===== config.mk =====
export PLATFORM = sky130hd
export DESIGN_NAME = iwsc_top
export DESIGN_NICKNAME = d
export VERILOG_FILES = /design/src/pkg/iwsc_pkg.sv /design/src/pkg/iwsc_wd_if.sv /design/src/hdl/iwsc_pin_drv.sv /design/src/hdl/iwsc_top.sv /design/src/hdl/iwsc_watchdog.sv
export SDC_FILE = /design/constraint.sdc
export NUM_CORES = 1
export LEC_CHECK = 0
export BUFFER_PORTS_ARGS = -buffer_cell sky130_fd_sc_hd__buf_2
export CORE_MARGIN = 3
export CORE_UTILIZATION = 41
export DETAILED_ROUTE_END_ITERATION = 6
export PLACE_DENSITY = 0.68
export SLEW_MARGIN = 5
export SYNTH_ARGS = -nofsm -noshare
export SYNTH_HDL_FRONTEND = slang
export SYNTH_SLANG_ARGS = --single-unit

===== constraint.sdc =====
create_clock -name CLK -period 5.8 [get_ports CLK]
set_input_delay 1.16 -clock CLK [delete_from_list [all_inputs] [get_ports CLK]]
set_output_delay 1.16 -clock CLK [all_outputs]
set_load 0.01 [all_outputs]

===== src/pkg/iwsc_pkg.sv =====
/*
  Shared constants of the interrupt, watchdog and system clock control block:
  register offsets, field positions, reset values, pin modes and timing counts.
  Assumes a single 50 MHz core clock for every block that imports it.
*/
`default_nettype none
package iwsc_pkg;
  // ---------------------------------------------------------------------------
  // Register offsets
  // ---------------------------------------------------------------------------
  localparam logic [15:0] ADR_UPDATE      = 16'h000F;
  localparam logic [15:0] ADR_PIN_FUNC    = 16'h0100;
  localparam logic [15:0] ADR_PIN_MODE    = 16'h0105;
  localparam logic [15:0] ADR_WD_LOW      = 16'h010D;
  localparam logic [15:0] ADR_WD_HIGH     = 16'h010E;
  localparam logic [15:0] ADR_MASK        = 16'h010F;
  localparam logic [15:0] ADR_STAB_LOW    = 16'h0206;
  localparam logic [15:0] ADR_STAB_HIGH   = 16'h0207;
  localparam logic [15:0] ADR_CAL_CTRL    = 16'h0A00;
  localparam logic [15:0] ADR_REF_PD      = 16'h0A01;
  localparam logic [15:0] ADR_CLR_COMMON  = 16'h0A05;
  localparam logic [15:0] ADR_CLR_BYTE    = 16'h0A06;
  localparam logic [15:0] ADR_STATUS      = 16'h0D01;
  localparam logic [15:0] ADR_MONITOR     = 16'h0D08;
  // ---------------------------------------------------------------------------
  // Sizes, fields and reset values
  // ---------------------------------------------------------------------------
  localparam int          NUM_GROUPS      = 5;
  localparam int          BYTES_PER_GROUP = 3;
  localparam int          NUM_EV_BYTES    = 15;
  localparam int          NUM_PINS        = 5;
  localparam logic [7:0]  UPDATE_CODE     = 8'h01;
  localparam int          CLR_ALL_BIT     = 0;
  localparam int          CLR_WD_BIT      = 7;
  localparam int          CAL_ALL_BIT     = 1;
  localparam int          CAL_MULT_BIT    = 2;
  localparam int          ST_LOCKED_BIT   = 0;
  localparam int          ST_STABLE_BIT   = 1;
  localparam int          WD_EVENT_BIT    = 0;
  localparam logic [7:0]  MASK_RESET      = 8'h00;
  localparam logic [15:0] WD_RESET        = 16'h0000;
  localparam logic [15:0] STAB_RESET_MS   = 16'h0032;
  // ---------------------------------------------------------------------------
  // Pin functions and drive modes
  // ---------------------------------------------------------------------------
  typedef enum logic [2:0] {
    IWSC_FN_OFF    = 3'h0,
    IWSC_FN_IRQ    = 3'h1,
    IWSC_FN_IRQALL = 3'h2,
    IWSC_FN_WD     = 3'h3,
    IWSC_FN_STABLE = 3'h4
  } iwsc_pin_fn_t;
  typedef enum logic [1:0] {
    IWSC_DRV_HIGH  = 2'h0,
    IWSC_DRV_LOW   = 2'h1,
    IWSC_DRV_OD_UP = 2'h2,
    IWSC_DRV_OD_DN = 2'h3
  } iwsc_drv_t;
  // ---------------------------------------------------------------------------
  // Timing
  // ---------------------------------------------------------------------------
  localparam int CLK_PERIOD_NS = 20;
  localparam int WD_PULSE_NS   = 40;
  localparam int WD_PULSE_CYC  = (WD_PULSE_NS + CLK_PERIOD_NS - 1) / CLK_PERIOD_NS;
  localparam int MS_NS         = 1000000;
  localparam int CYC_PER_MS    = MS_NS / CLK_PERIOD_NS;
endpackage
`default_nettype wire


===== src/pkg/iwsc_wd_if.sv =====
/*
  Carrier between the control core and the watchdog timer.
  Assumes both ends run on the same core clock.
*/
`timescale 1ns/1ps
`default_nettype none
interface iwsc_wd_if;
  logic [15:0] period;
  logic        ms_tick;
  logic        restart;
  logic        expire;
  logic        pulse;
  modport ctl (output period, output ms_tick, output restart, input expire, input pulse);
  modport tmr (input period, input ms_tick, input restart, output expire, output pulse);
endinterface
`default_nettype wire


===== src/hdl/iwsc_pin_drv.sv =====
/*
  Output stage of one multifunction pin: turns an active level into pin
  output and output enable for the selected drive mode.
  Assumes the pad resolves the wire from out and oe.
*/
`timescale 1ns/1ps
`default_nettype none
module iwsc_pin_drv
  import iwsc_pkg::*;
(
  // Clock and reset
  input  wire logic       CLK,
  input  wire logic       RST_B,
  // Pin request
  input  wire logic       level,
  input  wire iwsc_drv_t  mode,
  // Pad
  output var  logic       pin_out,
  output var  logic       pin_oe
);
  logic next_out;
  logic next_oe;

  always_comb begin
    case (mode)
      IWSC_DRV_LOW: begin
        next_out = ~level;
        next_oe  = 1'b1;
      end
      IWSC_DRV_OD_UP: begin
        next_out = 1'b1;
        next_oe  = level;
      end
      IWSC_DRV_OD_DN: begin
        next_out = 1'b0;
        next_oe  = level;
      end
      default: begin
        next_out = level;
        next_oe  = 1'b1;
      end
    endcase
  end

  // Default push-pull drives low from reset so the pin never floats.
  always_ff @(posedge CLK or negedge RST_B) begin
    if (!RST_B) begin
      pin_out <= 1'b0;
      pin_oe  <= 1'b1;
    end else begin
      pin_out <= next_out;
      pin_oe  <= next_oe;
    end
  end
endmodule // iwsc_pin_drv
`default_nettype wire


===== src/hdl/iwsc_top.sv =====
/*
  Interrupt, watchdog and system clock control core: event latching and
  masking, pin routing, watchdog, multiplier stability and calibration.
  Assumes the serial port delivers one-cycle byte read and write strobes on CLK.
*/
// How it works
// - masked-in events latch monitor bits until cleared
// - writing one to clear byte clears bits
// - clear-all bit clears every monitor bit
// - masks reset to zero, no interrupts
// - per-pin drive: high, low, open-drain up/down
// - five groups: common plus four loops
// - groups on own pins or combined pin
// - watchdog off at reset, two config bytes
// - watchdog raises event each period expiry
// - clear-watchdog bit restarts count from zero
// - watchdog pin pulse lasts 40 ns
// - stable after lock held for stability time
// - update write applies all buffered settings
// - calibration bit set from clear arms multiplier calibration on update
// - calibrate-all with update recalibrates all loops
// - monitor readback valid only while locked
// - loop calibration, reference monitoring wait stable
// - stable condition readable in status bit
`timescale 1ns/1ps
`default_nettype none
module iwsc_top
  import iwsc_pkg::*;
#(
  parameter int CYC_MS = CYC_PER_MS
) (
  // Clock and reset
  input  wire logic                     CLK,
  input  wire logic                     RST_B,
  // Register port
  input  wire logic                     REG_WR,
  input  wire logic                     REG_RD,
  input  wire logic [15:0]              REG_ADDR,
  input  wire logic [7:0]               REG_WDATA,
  output var  logic [7:0]               REG_RDATA,
  // Events and multiplier
  input  wire logic [NUM_EV_BYTES*8-1:0] EVENTS,
  input  wire logic                     MULT_LOCKED,
  // Multifunction pins
  output var  logic [NUM_PINS-1:0]      MFP_OUT,
  output var  logic [NUM_PINS-1:0]      MFP_OE,
  // Control outputs
  output var  logic                     UPDATE_PULSE,
  output var  logic                     MULT_CAL_START,
  output var  logic                     LOOP_CAL_ALL,
  output var  logic                     LOOP_CAL_ENABLE,
  output var  logic                     REF_MON_ENABLE,
  output var  logic                     SYS_STABLE,
  output var  logic [7:0]               REF_POWER_DOWN
);
  import iwsc_pkg::*;

  // ---------------------------------------------------------------------------
  // Helpers
  // ---------------------------------------------------------------------------
  function automatic logic in_rng(input logic [15:0] a, input logic [15:0] b,
                                  input int n);
    in_rng = (a >= b) && (a < b + 16'(n));
  endfunction

  function automatic int idx(input logic [15:0] a, input logic [15:0] b);
    idx = int'(a - b);
  endfunction

  // ---------------------------------------------------------------------------
  // State
  // ---------------------------------------------------------------------------
  logic [7:0]  mask_buf [NUM_EV_BYTES];
  logic [7:0]  mask_act [NUM_EV_BYTES];
  logic [7:0]  mon      [NUM_EV_BYTES];
  logic [2:0]  fn_buf   [NUM_PINS];
  logic [2:0]  fn_act   [NUM_PINS];
  logic [1:0]  md_buf   [NUM_PINS];
  logic [1:0]  md_act   [NUM_PINS];
  logic [15:0] wd_buf, wd_act, stab_buf, stab_act;
  logic [7:0]  cal_buf, cal_act, pd_buf;
  logic        upd, wd_clr, cal_pend, mult_cal;
  logic [7:0]  next_mask_buf [NUM_EV_BYTES];
  logic [7:0]  next_mask_act [NUM_EV_BYTES];
  logic [7:0]  next_mon      [NUM_EV_BYTES];
  logic [2:0]  next_fn_buf   [NUM_PINS];
  logic [2:0]  next_fn_act   [NUM_PINS];
  logic [1:0]  next_md_buf   [NUM_PINS];
  logic [1:0]  next_md_act   [NUM_PINS];
  logic [15:0] next_wd_buf, next_wd_act, next_stab_buf, next_stab_act;
  logic [7:0]  next_cal_buf, next_cal_act, next_pd_buf, next_pd_act, next_rdata;
  logic        next_upd, next_wd_clr, next_cal_pend, next_mult_cal, next_cal_all;
  logic [NUM_EV_BYTES*8-1:0] ev;
  logic [NUM_GROUPS-1:0]     grp_irq;
  logic [NUM_PINS-1:0]       pin_lvl;
  logic                      any_irq;

  // ---------------------------------------------------------------------------
  // Lock synchroniser, millisecond divider and stability timer
  // ---------------------------------------------------------------------------
  logic        lk1, lk2, lk3, locked, next_locked;
  logic [31:0] div, next_div;
  logic        ms_tick, next_ms_tick;
  logic [15:0] stab_cnt, next_stab_cnt;
  logic        next_stable;

  always_comb begin
    next_locked   = (lk2 == lk3) ? lk3 : locked;
    next_ms_tick  = (div == 32'(CYC_MS - 1));
    next_div      = next_ms_tick ? 32'h0000_0000 : div + 32'h0000_0001;
    next_stab_cnt = stab_cnt;
    if (!locked) begin
      next_stab_cnt = 16'h0000;
    end else if (ms_tick && stab_cnt < stab_act) begin
      next_stab_cnt = stab_cnt + 16'd1;
    end
    next_stable = locked && (stab_cnt >= stab_act);
  end

  always_ff @(posedge CLK or negedge RST_B) begin
    if (!RST_B) begin
      lk1        <= 1'b0;
      lk2        <= 1'b0;
      lk3        <= 1'b0;
      locked     <= 1'b0;
      div        <= 32'h0000_0000;
      ms_tick    <= 1'b0;
      stab_cnt   <= 16'h0000;
      SYS_STABLE <= 1'b0;
    end else begin
      lk1        <= MULT_LOCKED;
      lk2        <= lk1;
      lk3        <= lk2;
      locked     <= next_locked;
      div        <= next_div;
      ms_tick    <= next_ms_tick;
      stab_cnt   <= next_stab_cnt;
      SYS_STABLE <= next_stable;
    end
  end

  // ---------------------------------------------------------------------------
  // Watchdog
  // ---------------------------------------------------------------------------
  iwsc_wd_if wdc ();
  assign wdc.period  = wd_act;
  assign wdc.ms_tick = ms_tick;
  assign wdc.restart = wd_clr;

  iwsc_watchdog u_wd (
    .CLK   (CLK),
    .RST_B (RST_B),
    .wd    (wdc.tmr)
  );

  // ---------------------------------------------------------------------------
  // Interrupt groups and pin routing
  // ---------------------------------------------------------------------------
  always_comb begin
    ev = EVENTS;
    ev[WD_EVENT_BIT] = EVENTS[WD_EVENT_BIT] | wdc.expire;
    for (int g = 0; g < NUM_GROUPS; g++) begin
      grp_irq[g] = 1'b0;
      for (int b = 0; b < BYTES_PER_GROUP; b++) begin
        grp_irq[g] = grp_irq[g] | (|mon[g*BYTES_PER_GROUP+b]);
      end
    end
    any_irq = |grp_irq;
    for (int p = 0; p < NUM_PINS; p++) begin
      case (iwsc_pin_fn_t'(fn_act[p]))
        IWSC_FN_IRQ:    pin_lvl[p] = grp_irq[p];
        IWSC_FN_IRQALL: pin_lvl[p] = any_irq;
        IWSC_FN_WD:     pin_lvl[p] = wdc.pulse;
        IWSC_FN_STABLE: pin_lvl[p] = SYS_STABLE;
        default:        pin_lvl[p] = 1'b0;
      endcase
    end
  end

  for (genvar p = 0; p < NUM_PINS; p++) begin : g_pin
    iwsc_pin_drv u_drv (
      .CLK     (CLK),
      .RST_B   (RST_B),
      .level   (pin_lvl[p]),
      .mode    (iwsc_drv_t'(md_act[p])),
      .pin_out (MFP_OUT[p]),
      .pin_oe  (MFP_OE[p])
    );
  end

  // ---------------------------------------------------------------------------
  // Register writes, update transfer, event latching and readback
  // ---------------------------------------------------------------------------
  always_comb begin
    logic [7:0] clr [NUM_EV_BYTES];
    for (int i = 0; i < NUM_EV_BYTES; i++) begin
      clr[i]           = 8'h00;
      next_mask_buf[i] = mask_buf[i];
      next_mask_act[i] = upd ? mask_buf[i] : mask_act[i];
    end
    for (int p = 0; p < NUM_PINS; p++) begin
      next_fn_buf[p] = fn_buf[p];
      next_md_buf[p] = md_buf[p];
      next_fn_act[p] = upd ? fn_buf[p] : fn_act[p];
      next_md_act[p] = upd ? md_buf[p] : md_act[p];
    end
    next_wd_buf   = wd_buf;
    next_stab_buf = stab_buf;
    next_cal_buf  = cal_buf;
    next_pd_buf   = pd_buf;
    next_wd_act   = upd ? wd_buf : wd_act;
    next_stab_act = upd ? stab_buf : stab_act;
    next_cal_act  = upd ? cal_buf : cal_act;
    next_pd_act   = upd ? pd_buf : REF_POWER_DOWN;
    next_upd      = 1'b0;
    next_wd_clr   = 1'b0;
    // Both calibration paths start the multiplier; calibrate-all also
    // restarts the loops once the clock is stable.
    next_mult_cal = upd && ((cal_buf[CAL_MULT_BIT] && !cal_act[CAL_MULT_BIT])
                    || cal_buf[CAL_ALL_BIT]);
    next_cal_pend = cal_pend | (upd && cal_buf[CAL_ALL_BIT]);
    next_cal_all  = 1'b0;
    if (next_cal_pend && SYS_STABLE) begin
      next_cal_all  = 1'b1;
      next_cal_pend = 1'b0;
    end
    if (REG_WR) begin
      if (REG_ADDR == ADR_UPDATE) begin
        next_upd = (REG_WDATA == UPDATE_CODE);
      end else if (in_rng(REG_ADDR, ADR_MASK, NUM_EV_BYTES)) begin
        next_mask_buf[idx(REG_ADDR, ADR_MASK)] = REG_WDATA;
      end else if (in_rng(REG_ADDR, ADR_PIN_FUNC, NUM_PINS)) begin
        next_fn_buf[idx(REG_ADDR, ADR_PIN_FUNC)] = REG_WDATA[2:0];
      end else if (in_rng(REG_ADDR, ADR_PIN_MODE, NUM_PINS)) begin
        next_md_buf[idx(REG_ADDR, ADR_PIN_MODE)] = REG_WDATA[1:0];
      end else if (REG_ADDR == ADR_WD_LOW) begin
        next_wd_buf[7:0] = REG_WDATA;
      end else if (REG_ADDR == ADR_WD_HIGH) begin
        next_wd_buf[15:8] = REG_WDATA;
      end else if (REG_ADDR == ADR_STAB_LOW) begin
        next_stab_buf[7:0] = REG_WDATA;
      end else if (REG_ADDR == ADR_STAB_HIGH) begin
        next_stab_buf[15:8] = REG_WDATA;
      end else if (REG_ADDR == ADR_CAL_CTRL) begin
        next_cal_buf = REG_WDATA;
      end else if (REG_ADDR == ADR_REF_PD) begin
        next_pd_buf = REG_WDATA;
      end else if (REG_ADDR == ADR_CLR_COMMON) begin
        next_wd_clr = REG_WDATA[CLR_WD_BIT];
        for (int i = 0; i < NUM_EV_BYTES; i++) begin
          clr[i] = {8{REG_WDATA[CLR_ALL_BIT]}};
        end
      end else if (in_rng(REG_ADDR, ADR_CLR_BYTE, NUM_EV_BYTES)) begin
        clr[idx(REG_ADDR, ADR_CLR_BYTE)] = REG_WDATA;
      end
    end
    // A new event wins over a clear in the same cycle.
    for (int i = 0; i < NUM_EV_BYTES; i++) begin
      next_mon[i] = (mon[i] & ~clr[i]) | (ev[i*8 +: 8] & mask_act[i]);
    end
    next_rdata = 8'h00;
    if (REG_ADDR == ADR_STATUS) begin
      next_rdata[ST_LOCKED_BIT] = locked;
      next_rdata[ST_STABLE_BIT] = SYS_STABLE;
    end else if (in_rng(REG_ADDR, ADR_MONITOR, NUM_EV_BYTES)) begin
      // Monitor state lives on the multiplier's clock in silicon, so it is
      // withheld while that clock is unlocked.
      next_rdata = locked ? mon[idx(REG_ADDR, ADR_MONITOR)] : 8'h00;
    end else if (in_rng(REG_ADDR, ADR_MASK, NUM_EV_BYTES)) begin
      next_rdata = mask_buf[idx(REG_ADDR, ADR_MASK)];
    end else if (in_rng(REG_ADDR, ADR_PIN_FUNC, NUM_PINS)) begin
      next_rdata = {5'h00, fn_buf[idx(REG_ADDR, ADR_PIN_FUNC)]};
    end else if (in_rng(REG_ADDR, ADR_PIN_MODE, NUM_PINS)) begin
      next_rdata = {6'h00, md_buf[idx(REG_ADDR, ADR_PIN_MODE)]};
    end else if (REG_ADDR == ADR_WD_LOW) begin
      next_rdata = wd_buf[7:0];
    end else if (REG_ADDR == ADR_WD_HIGH) begin
      next_rdata = wd_buf[15:8];
    end else if (REG_ADDR == ADR_STAB_LOW) begin
      next_rdata = stab_buf[7:0];
    end else if (REG_ADDR == ADR_STAB_HIGH) begin
      next_rdata = stab_buf[15:8];
    end else if (REG_ADDR == ADR_CAL_CTRL) begin
      next_rdata = cal_buf;
    end else if (REG_ADDR == ADR_REF_PD) begin
      next_rdata = pd_buf;
    end
    if (!REG_RD) begin
      next_rdata = REG_RDATA;
    end
  end

  always_ff @(posedge CLK or negedge RST_B) begin
    if (!RST_B) begin
      for (int i = 0; i < NUM_EV_BYTES; i++) begin
        mask_buf[i] <= MASK_RESET;
        mask_act[i] <= MASK_RESET;
        mon[i]      <= 8'h00;
      end
      for (int p = 0; p < NUM_PINS; p++) begin
        fn_buf[p] <= IWSC_FN_OFF;
        fn_act[p] <= IWSC_FN_OFF;
        md_buf[p] <= IWSC_DRV_HIGH;
        md_act[p] <= IWSC_DRV_HIGH;
      end
      wd_buf         <= WD_RESET;
      wd_act         <= WD_RESET;
      stab_buf       <= STAB_RESET_MS;
      stab_act       <= STAB_RESET_MS;
      cal_buf        <= 8'h00;
      cal_act        <= 8'h00;
      pd_buf         <= 8'h00;
      REF_POWER_DOWN <= 8'h00;
      upd            <= 1'b0;
      wd_clr         <= 1'b0;
      cal_pend       <= 1'b0;
      REG_RDATA      <= 8'h00;
      UPDATE_PULSE   <= 1'b0;
      MULT_CAL_START <= 1'b0;
      LOOP_CAL_ALL   <= 1'b0;
      LOOP_CAL_ENABLE <= 1'b0;
      REF_MON_ENABLE <= 1'b0;
    end else begin
      mask_buf       <= next_mask_buf;
      mask_act       <= next_mask_act;
      mon            <= next_mon;
      fn_buf         <= next_fn_buf;
      fn_act         <= next_fn_act;
      md_buf         <= next_md_buf;
      md_act         <= next_md_act;
      wd_buf         <= next_wd_buf;
      wd_act         <= next_wd_act;
      stab_buf       <= next_stab_buf;
      stab_act       <= next_stab_act;
      cal_buf        <= next_cal_buf;
      cal_act        <= next_cal_act;
      pd_buf         <= next_pd_buf;
      REF_POWER_DOWN <= next_pd_act;
      upd            <= next_upd;
      wd_clr         <= next_wd_clr;
      cal_pend       <= next_cal_pend;
      REG_RDATA      <= next_rdata;
      UPDATE_PULSE   <= upd;
      MULT_CAL_START <= next_mult_cal;
      LOOP_CAL_ALL   <= next_cal_all;
      LOOP_CAL_ENABLE <= next_stable;
      REF_MON_ENABLE <= next_stable;
    end
  end
endmodule // iwsc_top
`default_nettype wire


===== src/hdl/iwsc_watchdog.sv =====
/*
  Watchdog timer: counts millisecond ticks up to the programmed period and
  reports each expiry as an event and as a short pin pulse.
  Assumes ms_tick is a one-cycle enable from the core's divider.
*/
`timescale 1ns/1ps
`default_nettype none
module iwsc_watchdog
  import iwsc_pkg::*;
(
  // Clock and reset
  input wire logic CLK,
  input wire logic RST_B,
  // Timer carrier
  iwsc_wd_if.tmr   wd
);
  logic [15:0] cnt;
  logic [15:0] next_cnt;
  logic [1:0]  pcnt;
  logic [1:0]  next_pcnt;
  logic        next_expire;

  always_comb begin
    next_cnt    = cnt;
    next_pcnt   = (pcnt != 2'd0) ? pcnt - 2'd1 : 2'd0;
    next_expire = 1'b0;
    if (wd.restart || wd.period == WD_RESET) begin
      next_cnt = 16'h0000;
    end else if (wd.ms_tick) begin
      if (cnt >= wd.period - 16'd1) begin
        next_cnt    = 16'h0000;
        next_expire = 1'b1;
        next_pcnt   = 2'(WD_PULSE_CYC);
      end else begin
        next_cnt = cnt + 16'd1;
      end
    end
  end

  always_ff @(posedge CLK or negedge RST_B) begin
    if (!RST_B) begin
      cnt       <= 16'h0000;
      pcnt      <= 2'd0;
      wd.expire <= 1'b0;
      wd.pulse  <= 1'b0;
    end else begin
      cnt       <= next_cnt;
      pcnt      <= next_pcnt;
      wd.expire <= next_expire;
      wd.pulse  <= (next_pcnt != 2'd0);
    end
  end
endmodule // iwsc_watchdog
`default_nettype wire


==> summary.md <==
| Metric | Value |
|---|---|
| I/O pin cnt | 181 |
| Slew Viols, Final | 0 |
| Core box area | 70,300 um^2 |
| Worst EP required | 6290 ps |
| Initial Utilization | 41.6% |
| Syn Std Cell Area | 29,200 um^2 |
| Setup_tns | 0 ps |
| Total overflow reported by the global router | 0 |
| Worst EP arrival | 4800 ps |
| Syn Area/Cell | 11.5 um^2 |
| Clock latency on the worst-skew pair | 610 ps |
| Register area share after synthesis | 51.2% |
| Syn_nets | 2,746 |
| Critical path capture point type | register |
| Largest net degree at the start of global routing | 148 |
| Global placer's final weighted congestion | 0.959 |
| Leading area contributor after synthesis | dfrtp_1 |
| CP max FO | 49 |
| Asr flop ratio synth | 100% |
| Upper clock frequency limit | 0.232 GHz |
| Setup Skew | 26.3 ps |
| First-pass GRT wire length | 141,000 um |
| Clock Sinks | 597 |
| Post-route ant nets | 0 |
| CTS tree | yes |
| Wire per inst | 25.4 um |
| Worst Hold Class | reg2reg |
| First drt pass iteration count | 6 |
| MaxCap Viol Count | 0 |
| Worst setup path class | in2reg |
| Post-synth EDFFs | 0 |
| DIE WIDTH | 273 um |
| Port Buffers | 180 |
| Setup bufs post-CTS | 0 |
| Final setup fails | 0 |
| CTS buffer count | 66 |
| Slew HR | 12.8% |
| Vias per cell | 6.10 |
| Worst-path clk slew | 70 ps |
| Unique masters post-synth | 79 |
| Status | complete, no violations |
| P&R area growth vs syn | 13.5% |
| DRC | 0 |
| Synth top area share | 50.2% |
| FP Rows | 97 |
| Post-CTS Resized | 0 |
| DP Wirelength | 65,900 um |
| Via count | 22,300 |
| Top_reg_cell synth | dfrtp_1 |
| Worst setup SP type | input port |
| Min Tclk post-route | 4310 ps |
| Die H | 273 um |
| Ys Warns | 0 |
| DR iter-0 viols | 2,400 |
| Initial antenna violation count | 1 |
| Cts hold-fix bufs | 0 |
| Share of layout cells above drive strength 1 | 29.1% |
| Tightest Pin Transition | 1300 ps |
| Synth Register Bits | 597 |
| Post-Route WL | 93,100 um |
| Leading post-synthesis cells by cell area | dfrtp_1, mux2_2, mux4_2 |
| Die area | 74,500 um^2 |
| Tcrit/Tclk final | 74.3% |
| Leak Pwr | 15.9 nW |
| Final-stage net count | 2,866 |
| VDD IR-drop max | 217 uV |
| RSZ-0062 raised after global routing | false |
| All-Layer GR Usage | 24.7% |
| Post-synth top cells | dfrtp_1, mux2_2, nand2_1 |
| Syn Inst Count | 2,551 |
| Root buf cell | clkbuf_16 |
| Finished Core Util | 47.2% |
| Power Density | 267 nW/um^2 |
| Hold Violations, Final | 0 |
| Longest Clk Path Bufs | 3 |
| Vias in the first global route | 22,500 |
| Most frequent cell after synthesis | dfrtp_1 |
| # H-tree levels | 3 |
state kept, by name, summed over array words and instances, names as in the netlist, 2 cells and up:
| name | count |
|---|---|
| stab_cnt | 16 |
| div | 32 |
| stab_act | 16 |
| REF_POWER_DOWN | 8 |
| pd_buf | 8 |
| wd_buf | 16 |
| stab_buf | 16 |
| fn_act | 15 |
| wd_act | 16 |
| mask_act | 120 |
| mon | 120 |
| g_pin.u_drv.pin_oe | 5 |
| u_wd.cnt | 16 |
| mask_buf | 120 |
| md_buf | 10 |
| cal_buf | 8 |
| REG_RDATA | 8 |
| md_act | 10 |
| u_wd.pcnt | 2 |
| g_pin.u_drv.pin_out | 5 |
| fn_buf | 15 |
per-stage QoR:
stage / setup WS, ps / instance area [um^2] / total power, mW / cells / hold slack [ps]
after floorplan: 1240 / 29200 / 4.44 / 2551 / 331
after global placement: 937 / 31000 / 4.70 / 3543 / 347
after detailed placement: 885 / 31000 / 4.71 / 3543 / 345
after CTS: 1520 / 33200 / 8.93 / 3657 / 361
after global routing: 1220 / 33200 / 9.13 / 3657 / 374
final: 1490 / 33200 / 8.87 / 3658 / 358
where the power goes:
group	switching [mW]	internal (mW)
logic	0.342	0.115
registers	0.0113	4.17
clock network	1.77	2.47
total	2.12	6.75
cell families (layout without fill, tap and decap cells):
logic type	Yosys count	in the layout	share of synthesized area, %
fa+ha+maj	47	47	2.00
other cells	0	1	0
buf+inv	206	372	2.92
simple gates	735	735	12.2
compound gates	441	441	9.83
flops	597	597	51.2
xor+xnor	76	76	2.28
mux	449	449	19.6
final timing paths:
kind                            endpoint  depth (start not counted)   startpoint  slack (ps)
min reg2reg                          lk2                          0          lk1         360
min in group asynchronous    u_wd.cnt[1]                          1        RST_B         580
min                                  lk2                          0          lk1         360
max in group asynchronous   mask_buf[74]                          2        RST_B        3950
max reg2reg                u_wd.wd.pulse                         13    wd_act[3]        1950
max                         REG_RDATA[4]                         10  REG_ADDR[0]        1490
critical path, stage by stage:
cell,delay [ps]
buf_4,290
buf_4,460
buf_4,750
nor2_1,420
o2bb2ai_1,270
mux4_2,510
a32oi_1,480
nor2_1,90
a221oi_1,220
o21ai_1,90
cells in the final DEF, fill, tap and decap left out, drive strengths merged, types with 6 or more instances in the layout:
| cell | netlist | final |
|---|---|---|
| nor2b | 12 | 12 |
| nand3b | 7 | 7 |
| inv | 43 | 45 |
| clkbuf | 124 | 86 |
| nor4 | 59 | 59 |
| a41oi | 49 | 49 |
| and2 | 11 | 11 |
| ha | 46 | 46 |
| buf | 37 | 213 |
| nand2b | 15 | 15 |
| a221oi | 10 | 10 |
| dfrtp | 586 | 586 |
| o21ai | 173 | 173 |
| nand3 | 42 | 42 |
| mux2i | 29 | 29 |
| or4 | 10 | 10 |
| o22ai | 14 | 14 |
| mux4 | 62 | 62 |
| clkinv | 2 | 19 |
| a21o | 13 | 13 |
| and4 | 6 | 6 |
| o21a | 7 | 7 |
| nand4 | 37 | 37 |
| a31oi | 51 | 51 |
| and3 | 24 | 24 |
| nor3b | 6 | 6 |
| xor2 | 31 | 31 |
| clkinvlp | 0 | 6 |
| xnor2 | 45 | 45 |
| nor2 | 105 | 105 |
| a22o | 31 | 31 |
| nor3 | 38 | 38 |
| mux2 | 358 | 358 |
| or3 | 8 | 8 |
| dfstp | 11 | 11 |
| a21oi | 40 | 40 |
| nand2 | 343 | 343 |
area by class of cell:
cell class / instances / area, um^2
diodes: 1 / 2.50
fillers: 6293 / 37100
clock buffers: 86 / 1910
repair buffers: 213 / 1240
clock inverters: 28 / 272
well taps: 940 / 1180
inverters: 45 / 169
multi-input cells: 1748 / 13400
flip-flops and latches: 597 / 15000
routing by layer:
metal / routed length [um] / share of wire (%) / global-route usage [%]
met2: 41900 / 45 / 38.2
met4: 3640 / 3.9 / 9.17
met1: 39100 / 42 / 34.1
met5: 14 / 0.015 / 0
met3: 8420 / 9.0 / 5.72
No activity file was read; power rests on OpenSTA's default activity.
